==> src/hw/display_port_pkg.sv <==
package display_port_pkg;

  // Interface straps read as {iface_select_high, iface_select_low}.
  typedef enum logic [1:0] {
    MODE_SERIAL = 2'b00,
    MODE_I2C    = 2'b01,
    MODE_6800   = 2'b10,
    MODE_8080   = 2'b11
  } port_mode_t;

  // One received byte together with its command/data flag.
  typedef struct packed {
    logic       dc;
    logic [7:0] data;
  } byte_word_t;

  // Two-wire receiver states.
  typedef enum logic [2:0] {
    I2C_IDLE     = 3'b000,
    I2C_ADDR     = 3'b001,
    I2C_ADDR_ACK = 3'b010,
    I2C_CTRL     = 3'b011,
    I2C_CTRL_ACK = 3'b100,
    I2C_DATA     = 3'b101,
    I2C_DATA_ACK = 3'b110
  } i2c_state_t;

  localparam int BUF_DEPTH = 2;
  localparam logic [1:0] BUF_FULL = 2'h2;
  localparam logic [2:0] BIT_LAST = 3'h7;
  localparam logic [2:0] BIT_FIRST = 3'h0;
  localparam logic [5:0] I2C_ADDR_UPPER = 6'h1e;
  localparam int CTRL_DC_BIT = 6;
  localparam logic [7:0] READ_DATA_RESET = 8'h00;

endpackage

==> src/hw/display_host_port.sv <==
`timescale 1ns/1ns
`default_nettype none
// Functional notes
// Straps pick 6800, 8080, serial or two-wire port; device runs the chosen one.
// Command/data line low marks a command byte, high marks display data.
// In 6800 mode read/write high reads, low writes.
// In 6800 mode an access happens on the falling edge of the enable strobe.
// In 8080 mode a low pulse on the write strobe writes one byte.
// In 8080 mode a low read strobe makes the device drive the bus.
// Parallel modes share an 8-bit bus; device drives it only during reads.
// Parallel and serial activity is ignored while chip select is high.
// A low reset input holds the device in reset in every mode.
// Serial mode: host clocks bytes into the device on one data line; write-only.
// The address-select pin sets the two-wire target address low bit.
// Host may join the two-wire data lines or leave the output open.
// Serial bits sampled on clock rise, MSB first; D/C taken at eighth bit.
// Host ties unused parallel lines and strobes low; chip select low in two-wire mode.
module display_host_port
  import display_port_pkg::*;
(
  // Clock and reset.
  input wire logic ref_clk,
  input wire logic reset_n,
  // Interface straps and control pins.
  input wire logic iface_select_high,
  input wire logic iface_select_low,
  input wire logic chip_select_n,
  input wire logic data_command,
  input wire logic rw_or_write_n,
  input wire logic enable_or_read_n,
  // Parallel data bus, split into its three parts.
  input wire logic [7:0] parallel_data_bus_i,
  output logic [7:0] parallel_data_bus_o,
  output logic parallel_data_bus_oe,
  // Serial and two-wire pins.
  input wire logic serial_clock,
  input wire logic serial_data_in,
  input wire logic target_addr_lsb_select,
  output logic i2c_data_out_o,
  output logic i2c_data_out_oe,
  // Received byte stream toward the controller core.
  output byte_word_t rx_word,
  output logic rx_valid,
  input wire logic rx_ready,
  output logic busy,
  // Read data from the controller core.
  input wire logic [7:0] read_data,
  output logic read_done
);

  function automatic logic fell(input logic prev, input logic now);
    return prev & ~now;
  endfunction

  function automatic logic rose(input logic prev, input logic now);
    return ~prev & now;
  endfunction

  port_mode_t mode;
  logic cs_active;
  logic in_ready;
  logic push_valid;
  byte_word_t push_word;
  logic push_ok;
  logic pop;

  // Straps are decoded every cycle; they are expected to be static.
  assign mode = port_mode_t'({iface_select_high, iface_select_low});
  assign cs_active = ~chip_select_n;

  // ---------------- Parallel and serial front end ----------------
  logic e_prev_reg, e_prev_next;
  logic w_prev_reg, w_prev_next;
  logic c_prev_reg, c_prev_next;
  logic d_prev_reg, d_prev_next;
  logic drive_reg, drive_next;
  logic [7:0] rd_data_reg, rd_data_next;
  logic read_done_reg, read_done_next;
  logic wr6800, rd6800_start, rd6800_done;
  logic wr8080, rd8080_start, rd8080_done;
  logic scl_rise, scl_fall, sda_start, sda_stop;
  logic [7:0] in_byte;

  // Strobe edges; parallel accesses only count with chip select low.
  always_comb begin
    wr6800 = (mode == MODE_6800) && cs_active && !rw_or_write_n
             && fell(e_prev_reg, enable_or_read_n);
    rd6800_start = (mode == MODE_6800) && cs_active && rw_or_write_n
                   && rose(e_prev_reg, enable_or_read_n);
    rd6800_done = (mode == MODE_6800) && cs_active && rw_or_write_n
                  && fell(e_prev_reg, enable_or_read_n);
    wr8080 = (mode == MODE_8080) && cs_active
             && rose(w_prev_reg, rw_or_write_n);
    rd8080_start = (mode == MODE_8080) && cs_active
                   && fell(d_prev_reg, enable_or_read_n);
    rd8080_done = (mode == MODE_8080) && cs_active
                  && rose(d_prev_reg, enable_or_read_n);
    scl_rise = rose(c_prev_reg, serial_clock);
    scl_fall = fell(c_prev_reg, serial_clock);
    sda_start = serial_clock && c_prev_reg && fell(w_prev_reg, serial_data_in);
    sda_stop = serial_clock && c_prev_reg && rose(w_prev_reg, serial_data_in);
  end

  // Bus direction and read data; the bus is driven only inside a read.
  always_comb begin
    e_prev_next = enable_or_read_n;
    d_prev_next = enable_or_read_n;
    c_prev_next = serial_clock;
    w_prev_next = (mode == MODE_8080) ? rw_or_write_n : serial_data_in;
    drive_next = ((mode == MODE_6800) && cs_active && rw_or_write_n && enable_or_read_n)
                 || ((mode == MODE_8080) && cs_active && !enable_or_read_n);
    rd_data_next = (rd6800_start || rd8080_start) ? read_data : rd_data_reg;
    read_done_next = rd6800_done || rd8080_done;
  end

  // Reset holds every front-end flop whatever the mode.
  always_ff @(posedge ref_clk or negedge reset_n) begin
    if (!reset_n) begin
      e_prev_reg <= 1'b1;
      w_prev_reg <= 1'b1;
      c_prev_reg <= 1'b0;
      d_prev_reg <= 1'b1;
      drive_reg <= 1'b0;
      rd_data_reg <= READ_DATA_RESET;
      read_done_reg <= 1'b0;
    end else begin
      e_prev_reg <= e_prev_next;
      w_prev_reg <= w_prev_next;
      c_prev_reg <= c_prev_next;
      d_prev_reg <= d_prev_next;
      drive_reg <= drive_next;
      rd_data_reg <= rd_data_next;
      read_done_reg <= read_done_next;
    end
  end

  assign parallel_data_bus_o = rd_data_reg;
  assign parallel_data_bus_oe = drive_reg;
  assign read_done = read_done_reg;

  // ---------------- Serial shifter and two-wire receiver ----------------
  logic [6:0] shift_reg, shift_next;
  logic [2:0] bit_cnt_reg, bit_cnt_next;
  i2c_state_t i2c_state_reg, i2c_state_next;
  logic ack_ok_reg, ack_ok_next;
  logic ack_drive_reg, ack_drive_next;
  logic i2c_dc_reg, i2c_dc_next;
  logic ser_push, i2c_push, byte_done;
  logic i2c_receiving;

  assign in_byte = {shift_reg, serial_data_in};
  assign i2c_receiving = (i2c_state_reg == I2C_ADDR) || (i2c_state_reg == I2C_CTRL)
                         || (i2c_state_reg == I2C_DATA);

  // One shifter serves both serial modes since only one is strapped at a time.
  always_comb begin
    shift_next = shift_reg;
    bit_cnt_next = bit_cnt_reg;
    i2c_state_next = i2c_state_reg;
    ack_ok_next = ack_ok_reg;
    ack_drive_next = ack_drive_reg;
    i2c_dc_next = i2c_dc_reg;
    ser_push = 1'b0;
    i2c_push = 1'b0;
    byte_done = scl_rise && (bit_cnt_reg == BIT_LAST);
    if (mode == MODE_SERIAL) begin
      i2c_state_next = I2C_IDLE;
      ack_drive_next = 1'b0;
      if (!cs_active) begin
        bit_cnt_next = BIT_FIRST;
      end else if (scl_rise) begin
        shift_next = in_byte[6:0];
        bit_cnt_next = bit_cnt_reg + 3'h1;
        ser_push = byte_done;
      end
    end else if (mode == MODE_I2C) begin
      if (sda_start) begin
        i2c_state_next = I2C_ADDR;
        bit_cnt_next = BIT_FIRST;
        ack_drive_next = 1'b0;
      end else if (sda_stop) begin
        i2c_state_next = I2C_IDLE;
        ack_drive_next = 1'b0;
      end else if (scl_rise && i2c_receiving) begin
        shift_next = in_byte[6:0];
        bit_cnt_next = bit_cnt_reg + 3'h1;
        if (byte_done) begin
          case (i2c_state_reg)
            I2C_ADDR: begin
              // Write-only target; a read address is left unanswered.
              ack_ok_next = (in_byte[7:1] == {I2C_ADDR_UPPER, target_addr_lsb_select})
                            && !in_byte[0];
              i2c_state_next = I2C_ADDR_ACK;
            end
            I2C_CTRL: begin
              i2c_dc_next = in_byte[CTRL_DC_BIT];
              ack_ok_next = 1'b1;
              i2c_state_next = I2C_CTRL_ACK;
            end
            default: begin
              // A full buffer answers with a missing acknowledge.
              i2c_push = in_ready;
              ack_ok_next = in_ready;
              i2c_state_next = I2C_DATA_ACK;
            end
          endcase
        end
      end else if (scl_fall && !i2c_receiving && (i2c_state_reg != I2C_IDLE)) begin
        if (!ack_drive_reg && ack_ok_reg) begin
          ack_drive_next = 1'b1;
        end else begin
          ack_drive_next = 1'b0;
          bit_cnt_next = BIT_FIRST;
          case (i2c_state_reg)
            I2C_ADDR_ACK: i2c_state_next = ack_ok_reg ? I2C_CTRL : I2C_IDLE;
            I2C_CTRL_ACK: i2c_state_next = I2C_DATA;
            I2C_DATA_ACK: i2c_state_next = ack_ok_reg ? I2C_DATA : I2C_IDLE;
            default: i2c_state_next = I2C_IDLE;
          endcase
        end
      end
    end else begin
      i2c_state_next = I2C_IDLE;
      ack_drive_next = 1'b0;
      bit_cnt_next = BIT_FIRST;
    end
  end

  always_ff @(posedge ref_clk or negedge reset_n) begin
    if (!reset_n) begin
      shift_reg <= 7'h00;
      bit_cnt_reg <= BIT_FIRST;
      i2c_state_reg <= I2C_IDLE;
      ack_ok_reg <= 1'b0;
      ack_drive_reg <= 1'b0;
      i2c_dc_reg <= 1'b0;
    end else begin
      shift_reg <= shift_next;
      bit_cnt_reg <= bit_cnt_next;
      i2c_state_reg <= i2c_state_next;
      ack_ok_reg <= ack_ok_next;
      ack_drive_reg <= ack_drive_next;
      i2c_dc_reg <= i2c_dc_next;
    end
  end

  // Open-drain acknowledge: the line is only ever pulled low.
  assign i2c_data_out_o = 1'b0;
  assign i2c_data_out_oe = ack_drive_reg;

  // Source selection; the command/data level rides with each byte.
  always_comb begin
    push_valid = wr6800 || wr8080 || ser_push || i2c_push;
    push_word.dc = (mode == MODE_I2C) ? i2c_dc_reg : data_command;
    push_word.data = ((mode == MODE_6800) || (mode == MODE_8080)) ?
                     parallel_data_bus_i : in_byte;
  end

  // ---------------- Two-entry buffer ----------------
  byte_word_t mem_reg [BUF_DEPTH];
  byte_word_t mem_next [BUF_DEPTH];
  logic wr_ptr_reg, wr_ptr_next;
  logic rd_ptr_reg, rd_ptr_next;
  logic [1:0] count_reg, count_next;

  assign in_ready = (count_reg != BUF_FULL);
  assign busy = ~in_ready;
  assign rx_valid = (count_reg != 2'h0);
  assign rx_word = mem_reg[rd_ptr_reg];
  assign push_ok = push_valid && in_ready;
  assign pop = rx_valid && rx_ready;

  // A parallel byte that meets a full buffer is lost, so hosts watch busy.
  always_comb begin
    mem_next = mem_reg;
    if (push_ok) begin
      mem_next[wr_ptr_reg] = push_word;
    end
    wr_ptr_next = wr_ptr_reg ^ push_ok;
    rd_ptr_next = rd_ptr_reg ^ pop;
    count_next = count_reg + {1'b0, push_ok} - {1'b0, pop};
  end

  always_ff @(posedge ref_clk or negedge reset_n) begin
    if (!reset_n) begin
      for (int i = 0; i < BUF_DEPTH; i++) begin
        mem_reg[i] <= '0;
      end
      wr_ptr_reg <= 1'b0;
      rd_ptr_reg <= 1'b0;
      count_reg <= 2'h0;
    end else begin
      mem_reg <= mem_next;
      wr_ptr_reg <= wr_ptr_next;
      rd_ptr_reg <= rd_ptr_next;
      count_reg <= count_next;
    end
  end
endmodule
`default_nettype wire

==> config.mk <==
export PLATFORM = sky130hd
export DESIGN_NAME = display_host_port
export DESIGN_NICKNAME = d
export VERILOG_FILES = /design/src/hw/display_port_pkg.sv /design/src/hw/display_host_port.sv
export SDC_FILE = /design/constraint.sdc
export NUM_CORES = 1
export LEC_CHECK = 0
export BUFFER_PORTS_ARGS = -buffer_cell sky130_fd_sc_hd__clkbuf_2
export CAP_MARGIN = 25
export CORE_ASPECT_RATIO = 1.2
export CORE_MARGIN = 2
export CORE_UTILIZATION = 54
export DETAILED_ROUTE_END_ITERATION = 6
export PLACE_DENSITY = 0.78
export SLEW_MARGIN = 0
export SYNTH_ARGS = -nofsm -noshare
export SYNTH_HDL_FRONTEND = slang
export SYNTH_SLANG_ARGS = --single-unit
==> constraint.sdc <==
create_clock -name ref_clk -period 2.9 [get_ports ref_clk]
set_clock_uncertainty 0.15 [all_clocks]
set_input_delay 0 -clock ref_clk [delete_from_list [all_inputs] [get_ports ref_clk]]
set_output_delay 0 -clock ref_clk [all_outputs]
set_load 0.02 [all_outputs]
# Word level (Yosys, flattened, before mapping)
# Index checks and enable logic that the tools add are counted.
# op_classes
div	0
eq_ne	25
multipliers	0
n_lt_le_gt_ge	3
reduce_logical	50
mux	55
bitwise	22
shift	0
add_sub_neg	3
# ops
operator	count
$mux 3	18
$mux 7	7
$mux 9	4
$logic_and 1x1->1	24
$ne 5x5->1 const B	4
$mux 1	19
$bwmux 18	1
$ne 6x6->1 const B	3
$eq 3x3->1 const B	4
$reduce_and 6->1	2
$not 1->1	11
$demux 9 s1	1
$logic_or 1x1->1	9
$pmux 3 s3	1
$mux 8	1
$and 1x1->1	7
$eq 7x6->1	1
$reduce_and 7->1	1
$eq 3x2->1 const B	2
$ne 2x2->1 const B	3
$pmux 3 s2	1
$reduce_bool 2->1	3
$logic_not 1->1	5
$eq 2x2->1 const B	2
other kinds (20)	24
# word_totals
rom_bits	0
inputBits	28
mem_bits_rw	0
latch_bits	0
regBits	51
word_cells	177
output_inout_bits	23
memories	0

# Depth between registers and ports, before layout
# logic_depth
ltp_word	13
depth_mapped	10
depth_no_buf	8

# Worst setup path before layout
# OpenSTA, ideal clock, no wires.
# synth_path
path_type	reg-to-reg
from	register c_prev_reg
to	register mem_reg[6] in the netlist's numbering
arrival_time_ns	2.294
setup_time_ns	0.077
setup_slack_ns	0.379
path_stages_with_launch	9
cell_sequence	dfrtp_1 > or2b_2 > or4b_1 > o32ai_1 > ha_1 > buf_1 > clkbuf_1 > nor2_1 > a21oi_1
# synth_between
elab_chain_len	11
word_cells_on_any_way	19
classes_between	mux (9); bitwise (2); reduce/logical (8)
# synth_lines
element	line_no	rtl
start, declared	display_host_port.sv:74	logic c_prev_reg, c_prev_next;
start signal, assigned	display_host_port.sv:129	c_prev_reg <= c_prev_next;
$not 1->1	display_host_port.sv:56	return ~prev & now;
$and 1x1->1	display_host_port.sv:56	
$logic_and 1x1->1	display_host_port.sv:165	byte_done = scl_rise && (bit_cnt_reg == BIT_LAST);
$mux 1	display_host_port.sv:187	if (byte_done) begin
$mux 1	display_host_port.sv:184	end else if (scl_rise && i2c_receiving) begin
$mux 1	display_host_port.sv:181	end else if (sda_stop) begin
$mux 1	display_host_port.sv:177	if (sda_start) begin
$mux 1	display_host_port.sv:176	end else if (mode == MODE_I2C) begin
$mux 1	display_host_port.sv:166	if (mode == MODE_SERIAL) begin
$logic_or 1x1->1 *	display_host_port.sv:253	push_valid = wr6800 || wr8080 || ser_push || i2c_push;
$logic_and 1x1->1 *	display_host_port.sv:270	assign push_ok = push_valid && in_ready;
end signal, assigned	display_host_port.sv:293	mem_reg <= mem_next;
end, declared	display_host_port.sv:260	byte_word_t mem_reg [BUF_DEPTH];
# Mark *: on every way between the ends. The rest lies on a longest branch, timed or not.
# A chain may end at the register's enable or synchronous reset.

# Worst setup path in the final report
# layout_path
from	register c_prev_reg
to	register mem_reg[3] in the netlist's numbering
# The elaborated chain is that of the path after synthesis.

==> flow_summary.ini <==
[floorplan]
fp.dieW_um = 66.8
dieHeight_um = 79.4
core-area_mm2 = 0.00456
rows = 27
io_pins = 51
die_area_mm2 = 0.00530
initial_core_util_pct = 56.0

[worst_hold_path]
hold_path.class = in2async

[placed_design]
io_buffers = 49
place.gp.congestion = 0.844
hpwlAfterDp_um = 3550

[finish]
final_util_pct = 69.9
fin_nets = 345
largest_reg_flops = 18
syn_to_final_growth_pct = 24.7
layout-drive-gt1-share_pct = 31.4
n_antenna_cell = 0

[sta]
rsz0062_at_grt = no
tightest_slew_ns = 0.658
setup_viol = 0
final_hold_viol_count = 0
period_share_pct = 85.8
slew_headroom_pct = 56.1
drv_slew = 0
fin_crit_ns = 2.49
fin_tns_setup_ns = 0
fmax_mhz = 402

[detailed_routing]
drt_iter0_drc = 105
route.vias.total = 1991
drc = 0
wire_per_inst_um = 14.4
vias_per_cell = 5.38
routed_wl_um = 5330
dr.pass1.iters = 4
drtAntennaViolNets = 0

[yosys]
syn_area_mm2 = 0.00255
synth_seq_area_share_pct = 50.0
synth_edf_count = 0
synth_largest_area_cell = dfrtp_1
yosys_register_bits = 51
ys_warn_count = 0
synth-compound-area-share_pct = 9.26
syn-num-nets = 272
netlist_top_cells_area = dfrtp_1 (48%), mux2_2 (11%), mux2i_1 (5.1%)
synth_cell_types = 47
ys.flop_type = dfrtp_1
synth_xor_area_share_pct = 1.71
synthSimpleGateAreaFrac_pct = 15.1
avgSynthCellArea_um2 = 10.7
synth_top_family_by_area = multiplexers
synthMuxAreaShare_pct = 16.6
synth_top_area_share_pct = 48.0
synth_fa_ha_area_share_pct = 3.33
synth_cells = 238
synthArstFlopShare_pct = 100

[global_routing]
grt_pass1_wl_um = 9180
antenna_found_initial = 0
grt_pass1_vias = 2001
grtUsageTotal_pct = 23.3
overflow = 0
grt_max_degree = 27

[cts]
path_clk_slew_ns = 0.09
clkSinkCount = 51
numCtsBuffers = 5
insertion_delay_ns = 0.31
htree_levels = 2
cts_buffer_depth = 2
cts_tree = yes
root_buffer = clkbuf_8

[flow_run]
cap_violations = 0

[pwr]
power.density_mw_per_mm2 = 727
p_leak_nw = 1.53
ir_worst_vdd_v = 0.000575

[critical_path]
worstPathArrival_ns = 2.57
r2r_start = c_prev_reg$_DFF_PN0_
crit_required_ns = 2.98
critPathMaxFanout = 18
worst_setup_path_start_kind = register
worst-setup-path-type = reg2reg
endpoint_kind = register
critical_path.startpoint = c_prev_reg$_DFF_PN0_

[outcome]
status = finished, final reports clean
==> cell type report <==
type	count	area, um^2
clock buffer	7	86.3
clock inverter	1	8.76
fill	358	1370
inverter	9	33.8
multi-input combinational	166	1180
sequential	51	1280
tap	58	72.6
timing repair buffer	78	528
==> critical path: stages, from the launching register on <==
cell and delay [ns]:
dfrtp_1 0.44, or2b_2 0.35, or4b_1 0.46, o32ai_1 0.29, ha_1 0.27, buf_4 0.23, nor2_1 0.08, a21oi_1 0.14
==> report_power, final <==
| part | internal [mW] | leakage (nW) | switching, mW |
|---|---|---|---|
| registers | 0.918 | 0.641 | 0.147 |
| clock network | 0.197 | 0.0489 | 0.232 |
| logic | 0.375 | 0.844 | 0.447 |
| total | 1.49 | 1.53 | 0.826 |
==> metrics by stage <==
step | cell area, um^2 | total power, mW | setup WS (ns) | cells | hold slack (ns)
floorplan | 2550 | 1.61 | 0.379 | 238 | -0.446
global placement | 2830 | 1.84 | 0.597 | 336 | -0.0976
detailed placement | 2830 | 1.87 | 0.504 | 336 | -0.0965
CTS | 3190 | 2.33 | 0.428 | 370 | 0.101
global route | 3190 | 2.48 | 0.247 | 370 | 0.163
finish | 3190 | 2.32 | 0.413 | 370 | 0.0974
==> cells by family (layout without fill, tap and decap cells) <==
family | after synthesis | count (layout)
XOR/XNOR | 5 | 5
flip-flops | 51 | 51
multiplexers | 39 | 39
other | 1 | 1
buffers and inverters | 21 | 95
AO/OA/AOI/OAI | 39 | 39
adder cells (fa/ha/maj) | 7 | 7
AND/OR/NAND/NOR | 75 | 75
==> routing by layer <==
metal | share of wire [%] | vias to the layer above | global-route usage (%)
met4 | 2.5 | 0 | 9.80
met1 | 41 | 947 | 27.2
li1 | - | 971 | -
met5 | 0 | - | 0
met3 | 4.5 | 11 | 4.39
met2 | 52 | 62 | 41.0
==> synthesized netlist by cell type (2+ instances only) <==
cell type / n
xnor2_1: 3
mux2_2: 26
or2_2: 2
nor3_1: 3
a21oi_2: 2
nand2b_1: 3
clkbuf_1: 5
buf_4: 2
and2b_2: 2
buf_2: 2
nand2_1: 14
nor2_1: 29
or3_1: 2
mux2i_1: 13
nor2b_1: 2
a31oi_1: 4
a21oi_1: 25
dfstp_2: 2
nand3b_1: 3
nand3_1: 3
xor2_1: 2
dfrtp_1: 49
inv_1: 9
o21ai_0: 3
ha_1: 6
==> cell usage in the layout, fill, tap and decap left out, types with 3 or more instances in the layout <==
master and instances:
nor3_1 3, dfrtp_1 49, o21ai_0 3, clkbuf_2 49, buf_4 3, nand2_1 14
clkbuf_8 6, nand3b_1 3, a31oi_1 4, inv_1 9, xnor2_1 3, ha_1 6
nor2_1 29, dlygate4sd3_1 26, a21oi_1 25, mux2_2 26, mux2i_1 13, nand3_1 3
nand2b_1 3
==> timing repair <==
item | 4_1_cts | 5_1_grt
resized for setup | 0 | 0
hold buffers | 26 | 0
setup buffers | 0 | 0
endpoints found under the hold margin | 61 | 0
==> final timing paths <==
kind                                              end  cells past startpoint  slack [ns]
setup reg to reg               mem_reg[3]$_DFFE_PN0P_                      7        0.41
min in group ref_clk             w_prev_reg$_DFF_PN1_                      3        0.16
hold / removal               shift_reg[2]$_DFFE_PN0P_                      2         0.1
hold reg to reg            bit_cnt_reg[0]$_DFFE_PN0P_                      1        0.33
setup / recovery               mem_reg[3]$_DFFE_PN0P_                      7        0.41
max in group asynchronous        d_prev_reg$_DFF_PN1_                      3        1.67
(Power assumes the default switching activity.)
